`config.mk`:
```
export PLATFORM = sky130hd
export DESIGN_NAME = rtst_top
export DESIGN_NICKNAME = d
export VERILOG_FILES = /design/src/rtl/rtst_pkg.sv /design/src/rtl/rtst_trim_if.sv /design/src/rtl/rtst_top.sv /design/src/rtl/rtst_window_cnt.sv
export SDC_FILE = /design/constraint.sdc
export NUM_CORES = 1
export LEC_CHECK = 0
export BUFFER_PORTS_ARGS = -buffer_cell sky130_fd_sc_hd__buf_2
export CAP_MARGIN = 25
export CORE_MARGIN = 3
export CORE_UTILIZATION = 35
export CTS_BUF_LIST = sky130_fd_sc_hd__clkbuf_4 sky130_fd_sc_hd__clkbuf_8
export CTS_CLUSTER_SIZE = 24
export DETAILED_ROUTE_END_ITERATION = 8
export PLACE_DENSITY = 0.62
export SETUP_SLACK_MARGIN = 0.4
export SYNTH_ARGS = -nofsm -noshare
export SYNTH_HDL_FRONTEND = slang
export SYNTH_SLANG_ARGS = --single-unit
```
`constraint.sdc`:
```
create_clock -name core_clk -period 9.75 [get_ports core_clk]
set_input_delay 0.4875 -clock core_clk [delete_from_list [all_inputs] [get_ports core_clk]]
set_output_delay 0.4875 -clock core_clk [all_outputs]
set_load 0.05 [all_outputs]
```
`src/rtl/rtst_pkg.sv`:
```
// Constants shared by the second-rate trim block and its window counter
package rtst_pkg;

	////////////////////////////////////////////////////////////////////////////////
	// APB geometry
	localparam int unsigned APB_ADDR_W = 8;
	localparam int unsigned APB_DATA_W = 32;
	localparam int unsigned APB_STRB_W = 4;

	// Register indices; the byte address is four times the index
	localparam logic [5:0] IDX_CONTROL_ONE   = 6'h0E;
	localparam logic [5:0] IDX_SECOND_TRIM   = 6'h10;
	localparam logic [5:0] IDX_TRIM_STATUS   = 6'h11;
	localparam logic [5:0] IDX_SECOND_LENGTH = 6'h12;
	localparam logic [5:0] IDX_SECOND_COUNT  = 6'h13;

	localparam logic [7:0] ADDR_CONTROL_ONE   = {IDX_CONTROL_ONE, 2'h0};
	localparam logic [7:0] ADDR_SECOND_TRIM   = {IDX_SECOND_TRIM, 2'h0};
	localparam logic [7:0] ADDR_TRIM_STATUS   = {IDX_TRIM_STATUS, 2'h0};
	localparam logic [7:0] ADDR_SECOND_LENGTH = {IDX_SECOND_LENGTH, 2'h0};
	localparam logic [7:0] ADDR_SECOND_COUNT  = {IDX_SECOND_COUNT, 2'h0};

	////////////////////////////////////////////////////////////////////////////////
	// Field layout and reset values
	localparam int unsigned TRIM_CODE_LSB    = 0;
	localparam int unsigned TRIM_CODE_W      = 7;
	localparam int unsigned INTERVAL_SEL_BIT = 7;
	localparam logic [7:0]  CONTROL_ONE_RST  = 8'h00;
	localparam logic [7:0]  SECOND_TRIM_RST  = 8'h00;

	// Control pattern that selects the 1 Hz pulse on the interrupt pin
	localparam logic [7:0]  PULSE_SEL_MASK   = 8'hCF;
	localparam logic [7:0]  PULSE_SEL_VALUE  = 8'h03;

	// Status register fields
	localparam int unsigned STAT_TRIM_ACTIVE = 0;
	localparam int unsigned STAT_PON         = 1;
	localparam int unsigned STAT_INT_PIN     = 2;
	localparam int unsigned STAT_CORR_SLOT   = 3;
	localparam int unsigned STAT_INTERVAL    = 4;
	localparam int unsigned STAT_SEC_POS_LSB = 8;

	////////////////////////////////////////////////////////////////////////////////
	// Timebase
	localparam int unsigned LEN_W            = 17;
	localparam logic [16:0] OSC_PER_SECOND   = 17'h08000;
	localparam logic [16:0] OSC_HALF_SECOND  = 17'h04000;
	localparam logic [16:0] TRIM_STEP_CYCLES = 17'h00002;
	localparam int unsigned SEC_POS_W        = 6;
	localparam logic [5:0]  WINDOW_SHORT     = 6'h14;
	localparam logic [5:0]  WINDOW_LONG      = 6'h3C;

	// Code points of the signed trim code
	localparam logic [6:0]  CODE_GAIN_BASE   = 7'h01;
	localparam logic [7:0]  CODE_LOSS_BASE   = 8'h80;
	localparam logic [6:0]  CODE_LOSS_NULL   = 7'h41;

endpackage

```
`src/rtl/rtst_trim_if.sv`:
```
// Signals between the trim core and its correction window counter
`timescale 1ns/100ps
interface rtst_trim_if;
	logic       sec_tick;
	logic       interval_sel;
	logic       corr_slot;
	logic [5:0] sec_pos;

	modport core (
		output sec_tick,
		output interval_sel,
		input  corr_slot,
		input  sec_pos
	);

	modport window (
		input  sec_tick,
		input  interval_sel,
		output corr_slot,
		output sec_pos
	);
endinterface

```
`src/rtl/rtst_top.sv`:
```
// Second-rate trim of the timekeeping chain, with APB register access
//
// Chosen here: the APB slave port.
`timescale 1ns/100ps

module rtst_top (
	// Clock and reset
	input  wire logic                           core_clk,
	input  wire logic                           reset,
	// APB slave
	input  wire logic                           psel,
	input  wire logic                           penable,
	input  wire logic                           pwrite,
	input  wire logic [rtst_pkg::APB_ADDR_W-1:0] paddr,
	input  wire logic [rtst_pkg::APB_DATA_W-1:0] pwdata,
	input  wire logic [rtst_pkg::APB_STRB_W-1:0] pstrb,
	output logic      [rtst_pkg::APB_DATA_W-1:0] prdata,
	output logic                                pready,
	output logic                                pslverr,
	// Oscillator and power-on flag
	input  wire logic                           osc_in,
	input  wire logic                           power_on_flag,
	output logic                                osc_clock_out_pin,
	// Open-drain interrupt pin
	input  wire logic                           interrupt_out_pin_in,
	output logic                                interrupt_out_pin_out,
	output logic                                interrupt_out_pin_oe_n,
	// Seconds timebase
	output logic                                second_tick
);
	import rtst_pkg::*;

	////////////////////////////////////////////////////////////////////////////////
	// Declarations

	// Pin synchronisers: bit 0 oscillator, bit 1 power-on flag, bit 2 interrupt pin
	logic [2:0]  pin_raw;
	logic [2:0]  pin_s1;
	logic [2:0]  pin_s2;
	logic [2:0]  pin_s3;
	logic [2:0]  pin_lvl;
	logic        osc_rise;
	logic        pon_set;

	// Software registers
	logic [7:0]  control_one;
	logic [7:0]  second_trim;
	logic [6:0]  trim_code;
	logic        trim_active;
	logic        pulse_mode;

	// Timebase
	logic [16:0] sub_cnt;
	logic [16:0] trimmed_len;
	logic [16:0] cur_len;
	logic [16:0] last_len;
	logic        sec_end;
	logic [31:0] second_count;

	// Trim decode
	logic        code_null;
	logic        code_gain;
	logic [16:0] trim_mag;
	logic [16:0] trim_delta;
	logic        pulse_low;

	// Bus decode
	logic        apb_setup;
	logic        apb_write;
	logic        addr_ok;
	logic        addr_writable;
	logic        wr_control_one;
	logic        wr_second_trim;
	logic [31:0] status_word;
	logic [31:0] next_prdata;

	rtst_trim_if trim_link ();

	////////////////////////////////////////////////////////////////////////////////
	// Pin synchronisation

	assign pin_raw = {interrupt_out_pin_in, power_on_flag, osc_in};

	// Three flops per pin; a level counts once the second and third agree
	// The third flop filters a single sampled glitch on a slow pin edge
	always_ff @(posedge core_clk) begin
		if (reset) begin
			pin_s1  <= 3'h0;
			pin_s2  <= 3'h0;
			pin_s3  <= 3'h0;
			pin_lvl <= 3'h0;
		end else begin
			pin_s1  <= pin_raw;
			pin_s2  <= pin_s1;
			pin_s3  <= pin_s2;
			pin_lvl <= (pin_s2 & pin_s3) | (pin_lvl & (pin_s2 | pin_s3));
		end
	end

	// One core cycle per accepted oscillator rising edge
	assign osc_rise = pin_s2[0] & pin_s3[0] & ~pin_lvl[0];

	// Power-on flag as seen by the block
	assign pon_set = pin_lvl[1];

	////////////////////////////////////////////////////////////////////////////////
	// Clock output pin

	// Free-running copy of the oscillator; trim never reaches it
	// It lags the pin by five core cycles: three synchroniser flops, the level flop and the output flop
	always_ff @(posedge core_clk) begin
		if (reset) begin
			osc_clock_out_pin <= 1'b0;
		end else begin
			osc_clock_out_pin <= pin_lvl[0];
		end
	end

	////////////////////////////////////////////////////////////////////////////////
	// APB decode

	// Setup and write qualifiers; a write needs the low byte strobe
	assign apb_setup = psel & ~penable;
	assign apb_write = psel & penable & pwrite & pstrb[0];

	// Zero-wait slave: every access completes in its first access cycle
	assign pready = 1'b1;

	// Unmapped addresses answer with an error in the access phase
	assign pslverr = psel & penable & ~addr_ok;

	// Write strobes: one per writable register
	assign wr_control_one = apb_write & addr_writable & (paddr == ADDR_CONTROL_ONE);
	assign wr_second_trim = apb_write & addr_writable & (paddr == ADDR_SECOND_TRIM);

	// Status word: flags in the low bits, window position above them
	always_comb begin
		status_word                              = 32'h00000000;
		status_word[STAT_TRIM_ACTIVE]            = trim_active;
		status_word[STAT_PON]                    = pon_set;
		status_word[STAT_INT_PIN]                = pin_lvl[2];
		status_word[STAT_CORR_SLOT]              = trim_link.corr_slot;
		status_word[STAT_INTERVAL]               = second_trim[INTERVAL_SEL_BIT];
		status_word[STAT_SEC_POS_LSB+:SEC_POS_W] = trim_link.sec_pos;
	end

	// Address map
	always_comb begin
		addr_ok       = 1'b0;
		addr_writable = 1'b0;
		next_prdata   = 32'h00000000;
		unique case (paddr)
			ADDR_CONTROL_ONE: begin
				addr_ok       = 1'b1;
				addr_writable = 1'b1;
				next_prdata   = {24'h000000, control_one};
			end
			ADDR_SECOND_TRIM: begin
				addr_ok       = 1'b1;
				addr_writable = 1'b1;
				next_prdata   = {24'h000000, second_trim};
			end
			ADDR_TRIM_STATUS: begin
				addr_ok     = 1'b1;
				next_prdata = status_word;
			end
			ADDR_SECOND_LENGTH: begin
				addr_ok     = 1'b1;
				next_prdata = {15'h0000, cur_len};
			end
			ADDR_SECOND_COUNT: begin
				addr_ok     = 1'b1;
				next_prdata = second_count;
			end
			default: begin
				addr_ok = 1'b0;
			end
		endcase
	end

	// Read data is captured in the setup cycle and stands through the access
	// Writes load zero so a write never echoes stale register contents
	always_ff @(posedge core_clk) begin
		if (reset) begin
			prdata <= 32'h00000000;
		end else if (apb_setup) begin
			prdata <= pwrite ? 32'h00000000 : next_prdata;
		end
	end

	////////////////////////////////////////////////////////////////////////////////
	// Software registers

	// Control register; the power-on flag clears it while set
	// A write in the same cycle as the flag is lost, the clear wins
	always_ff @(posedge core_clk) begin
		if (reset) begin
			control_one <= CONTROL_ONE_RST;
		end else if (pon_set) begin
			control_one <= CONTROL_ONE_RST;
		end else if (wr_control_one) begin
			control_one <= pwdata[7:0];
		end
	end

	// Trim register: interval bit on top, seven-bit signed code below
	// Writes while the power-on flag is high are lost
	always_ff @(posedge core_clk) begin
		if (reset) begin
			second_trim <= SECOND_TRIM_RST;
		end else if (pon_set) begin
			second_trim <= SECOND_TRIM_RST;
		end else if (wr_second_trim) begin
			second_trim <= pwdata[7:0];
		end
	end

	assign trim_code = second_trim[TRIM_CODE_LSB+:TRIM_CODE_W];

	// Pulse selection by the documented control pattern
	assign pulse_mode = (control_one & PULSE_SEL_MASK) == PULSE_SEL_VALUE;

	////////////////////////////////////////////////////////////////////////////////
	// Trim decode

	// Code classes and magnitude; the four null codes never lengthen or shorten
	always_comb begin
		code_null = 1'b0;
		code_gain = 1'b0;
		trim_mag  = 17'h00000;
		if (trim_code == 7'h00) begin
			// All-zero code switches correction off, whatever the interval bit
			code_null = 1'b1;
		end else if (trim_code == CODE_GAIN_BASE) begin
			code_null = 1'b1;
		end else if (!trim_code[6]) begin
			// Gain: magnitude counted upward from 01h, second lengthened
			code_gain = 1'b1;
			trim_mag  = {10'h000, trim_code - CODE_GAIN_BASE};
		end else if (trim_code <= CODE_LOSS_NULL) begin
			// Most negative codes sit outside the usable range and do nothing
			code_null = 1'b1;
		end else begin
			// Loss: magnitude is the distance below 80h, second shortened
			trim_mag = {9'h000, CODE_LOSS_BASE - {1'b0, trim_code}};
		end
	end

	// Two oscillator cycles per unit; the ppm size follows from the window length
	assign trim_delta = 17'(trim_mag * TRIM_STEP_CYCLES);

	// Length in oscillator cycles of the corrected second
	always_comb begin
		if (code_null) begin
			trimmed_len = OSC_PER_SECOND;
		end else if (code_gain) begin
			trimmed_len = OSC_PER_SECOND + trim_delta;
		end else begin
			trimmed_len = OSC_PER_SECOND - trim_delta;
		end
	end
	assign trim_active = (trimmed_len != OSC_PER_SECOND);

	// Only the corrected slot of the window uses the trimmed length
	assign cur_len  = trim_link.corr_slot ? trimmed_len : OSC_PER_SECOND;
	assign last_len = cur_len - 17'h00001;

	////////////////////////////////////////////////////////////////////////////////
	// Seconds timebase

	// A shortened length below the running count ends the second at once,
	// so a trim written late in a second can never stretch it past the wrap
	assign sec_end = osc_rise && (sub_cnt >= last_len);

	// Oscillator cycles within the current second
	// It only moves on an accepted oscillator edge
	always_ff @(posedge core_clk) begin
		if (reset) begin
			sub_cnt <= 17'h00000;
		end else if (osc_rise) begin
			if (sec_end) begin
				sub_cnt <= 17'h00000;
			end else begin
				sub_cnt <= sub_cnt + 17'h00001;
			end
		end
	end

	// One-cycle second pulse and a running second count
	// The count wraps silently after 2^32 seconds
	always_ff @(posedge core_clk) begin
		if (reset) begin
			second_tick  <= 1'b0;
			second_count <= 32'h00000000;
		end else begin
			second_tick <= sec_end;
			if (sec_end) begin
				second_count <= second_count + 32'h00000001;
			end
		end
	end

	// Window counter link
	// The window counter sees the end of every second, trimmed or not
	assign trim_link.sec_tick     = sec_end;
	assign trim_link.interval_sel = second_trim[INTERVAL_SEL_BIT];

	rtst_window_cnt rtst_window_cnt_i (
		.core_clk (core_clk),
		.reset    (reset),
		.win      (trim_link.window)
	);

	////////////////////////////////////////////////////////////////////////////////
	// Interrupt pin

	// Open drain: output level is always low, the enable does the signalling
	// Pin readback is through the synchroniser, for the status register
	assign interrupt_out_pin_out = 1'b0;

	// Low half of the pulse: the first OSC_HALF_SECOND oscillator cycles of every second, whatever its length
	assign pulse_low = pulse_mode && (sub_cnt < OSC_HALF_SECOND);

	// Pulse mode pulls the pin low for the first OSC_HALF_SECOND oscillator cycles of every second
	always_ff @(posedge core_clk) begin
		if (reset) begin
			interrupt_out_pin_oe_n <= 1'b1;
		end else begin
			interrupt_out_pin_oe_n <= ~pulse_low;
		end
	end

endmodule

```
`src/rtl/rtst_window_cnt.sv`:
```
// Correction window counter: marks the one corrected second in each window
`timescale 1ns/100ps
module rtst_window_cnt (
	// Clock and reset
	input wire logic     core_clk,
	input wire logic     reset,
	// Link to the trim core
	rtst_trim_if.window  win
);
	import rtst_pkg::*;

	logic [5:0] pos;
	logic [5:0] last_pos;

	////////////////////////////////////////////////////////////////////////////////
	// Window length follows the interval select bit
	assign last_pos = win.interval_sel ? (WINDOW_LONG - 6'h01)
	                                   : (WINDOW_SHORT - 6'h01);

	// Second position inside the window; a shorter window wraps at once
	always_ff @(posedge core_clk) begin
		if (reset) begin
			pos <= 6'h00;
		end else if (win.sec_tick) begin
			if (pos >= last_pos) begin
				pos <= 6'h00;
			end else begin
				pos <= pos + 6'h01;
			end
		end
	end

	// Last second of the window is the corrected one
	assign win.corr_slot = (pos == last_pos);
	assign win.sec_pos   = pos;
endmodule

```
==> metrics <==
GRT Util Overall 16.8%; I/O pins 90; clk buf depth 2; die area 19,000 um2; vias in the first global route 4,850; cell taking the most area after synthesis dfxtp_1; wire per inst 15.7 um; Synth Area in Compound Gates 20.0%; vias per cell 5.41; Final Hold Viols 0; CP required 10,100 ps; Area growth, synth to finish 13.2%; CP Capture Type register; total power per unit cell area 136 nW/um2; CTS tree built; Arrival @ worst endpoint 6180 ps; share of the synthesized area in the top cell type 38.8%; setup tns final 0 ps; RSZ-0062 raised after global routing no; global placer's final weighted congestion 0.865; max cap viols 0; Async SR Flop Fraction 0%; Port-buffer cells 60; WL met3 737 um; FF+latch count, synth 118; Post-Synth Adder-Cell Area 4.94%; cts hold-fix bufs 0; drt drc 0; post-synthesis xor/xnor area fraction 4.90%; Slew @ Worst Pin 945 ps; hold depth 2; max frequency 172 MHz; unique cell type count in the Yosys netlist 70; global-route wire length before repair 25.2 mm; hpwl dp 10.9 mm; Ant. Diodes 0; Max Slew Vio Count 0; Post-CTS Setup Inserts 0; routed via count 5,285; First-pass DRT Iterations 5; Mapped Cells 702; antenna violations before repair 0; main flop type after synthesis dfxtp_1; layout cell share with drive strength beyond 1 15.7%; Final setup viols 0; wire length on met1 7.25 mm; footprint of the multi-input gates 3490 um2; placed cell areas 6480 um2; type of the tightest min-delay check in -> reg; Initial Utilization 36.2%; crit path launch type register; Crit. Startpoint second_trim[0]$_SDFFE_PP0P_; Layout fillers 1,714; reg2reg path depth 20; Congestion Overflow GR 0; PostCTS Resize Cnt 0; leakage dissipation 2.66 nW; clock slew at reported path FFs 70 ps; CTS root buf clkbuf_8; Num CTS Buffers 17; crit path kind reg -> reg; Detail Route Antenna Nets 0; # H-tree levels 4; row cnt 47; relative max-transition margin 36.9%; nets@finish 821; sequential-to-total area share from yosys stat 38.8%; min-delay src osc_in; Die Wd 138 um; die height 138 um; post-synthesis mux area share 4.24%; crit share post-route 59.7%; largest family of logic cells by synthesized area simple AND/OR/NAND/NOR gates; VDD IR max 0.0788 mV; status complete, no violations; mean post-synth cell area 8.67 um2; Setup WS pre-CTS 3900 ps; Worst Setup Slack, final 3920 ps; EDFF count, synth 0; RR Startpoint second_trim[0]$_SDFFE_PP0P_; Yosys warnings 0; clock sink count 118; Clk Latency, worst-skew pair 430 ps; met2 WL 7.15 mm; Top Metal Used met4; top cells by area, synth dfxtp_1 39%, nor2_1 5.6%, ha_1 4.9%, a21oi_1 3.9%, xor2_1 3.5%; largest net degree at the start of global routing 77; Storage cell area 2360 um2; Core ar. 16,800 um2; min cycle time layout 5830 ps; post-route cell area 6890 um2; Worst Path Max Fanout 16; Layout Skew 11.8 ps; final WL 15.4 mm; DR iter-0 viols 451; synthesized cell area 6080 um2; post-synthesis simple-gate area fraction 23.0%
-- cell type report --
| type | count | share of cell area, % |
|---|---|---|
| sequential | 118 | 34.3 |
| timing repair buffer | 65 | 5.02 |
| clock buffer | 22 | 4.31 |
| tap | 220 | 4.00 |
| clock inverter | 9 | 1.11 |
| inverter | 10 | 0.545 |
| multi-input combinational | 533 | 50.7 |
-- cell usage in the layout (no fill, tap or decap), types with 18 or more instances in the layout --
master / count
nor2_1: 90
clkbuf_8: 21
o21ai_0: 38
dfxtp_1: 118
nand2_1: 38
mux2i_1: 19
xor2_1: 24
a22oi_1: 20
ha_1: 24
a21oi_1: 46
or3_1: 22
buf_2: 60
nand4_1: 18
-- synthesized netlist by cell type, types with 3 or more instances --
cell	count
a211oi_1	6
a21o_1	4
and2_1	3
nand4_1	18
a221oi_1	3
buf_2	4
a21oi_1	47
buf_1	3
clkbuf_1	28
buf_4	3
a22oi_1	20
mux2i_1	19
or4_1	5
a222oi_1	5
or3_1	22
o31ai_1	7
dfxtp_1	118
ha_1	24
nand4b_1	4
nand2b_1	8
or2_2	4
and4_1	6
inv_1	10
buf_6	4
and3_1	14
nor3_1	7
a221o_1	8
xor2_1	24
o21ai_0	38
mux2_2	6
nand2_1	38
nand3_1	17
o21a_1	4
o21ai_1	3
nor2_1	90
o211ai_1	10
o2111ai_1	5
nor2b_1	17
xnor2_1	10
-- sequential cells by signal, summed over array words and instances, names as in the netlist --
register,flops
control_one,8
interrupt_out_pin_oe_n,1
osc_clock_out_pin,1
pin_lvl,3
pin_s1,3
pin_s2,3
pin_s3,3
prdata,32
rtst_window_cnt_i.win.sec_pos,6
second_count,32
second_tick,1
second_trim,8
sub_cnt,17
-- through the flow --
| stage | hold WS, ps | instances | total power, W | utilization [%] |
|---|---|---|---|---|
| CTS | 234 | 974 | 0.000944 | 40.8 |
| finish | 259 | 977 | 0.000935 | 40.9 |
| global route | 260 | 977 | 0.000969 | 40.9 |
| global placement | 418 | 943 | 0.000523 | 38.5 |
| floorplan | 382 | 703 | 0.000512 | - |
| detailed placement | 428 | 943 | 0.000523 | 38.5 |
-- cell families (layout without fill, tap and decap cells) --
| logic type | count (synthesis) | in the layout |
|---|---|---|
| flip-flops | 118 | 118 |
| AO/OA/AOI/OAI | 180 | 180 |
| multiplexers | 25 | 25 |
| AND/OR/NAND/NOR | 267 | 267 |
| buffers and inverters | 52 | 106 |
| XOR/XNOR | 34 | 34 |
| adder cells (fa/ha/maj) | 24 | 24 |
| other | 2 | 3 |
-- critical path, stage by stage (launching register included) --
cell and delay [ps]:
dfxtp_1 670, inv_1 170, ha_1 360, or2_2 390
a21oi_1 400, nand2_1 100, a21oi_1 360, inv_1 80
ha_1 210, nand3_1 120, nor3_2 90, o21ai_1 160
xnor2_1 120, ha_1 310, nand4_1 120, or4_1 520
a21oi_1 200, or2_2 290, o211ai_1 390, or4_1 530
a21oi_1 150
-- routing by layer --
| layer | track usage (%) | vias to the layer above |
|---|---|---|
| met1 | 23.5 | 2490 |
| met4 | 5.10 | 0 |
| met2 | 25.9 | 118 |
| met3 | 3.76 | 19 |
| li1 | - | 2658 |
| met5 | 0 | - |
-- power breakdown --
part	leakage [nW]	internal (W)	switching, W	total (W)
combinational	1.51	0.00000812	0.0000202	0.0000283
clock	0.197	0.000227	0.000195	0.000422
sequential	0.952	0.000484	0.000000782	0.000484
-- worst paths after layout --
path | to | slack (ps)
setup / recovery | second_count[20]$_SDFFE_PP0P_ | 3920
hold / removal | pin_s1[0]$_SDFF_PP0_ | 260
setup reg to reg | second_count[20]$_SDFFE_PP0P_ | 3920
hold reg to reg | pin_s2[0]$_SDFF_PP0_ | 440
Power figures use the tool's default switching activity.
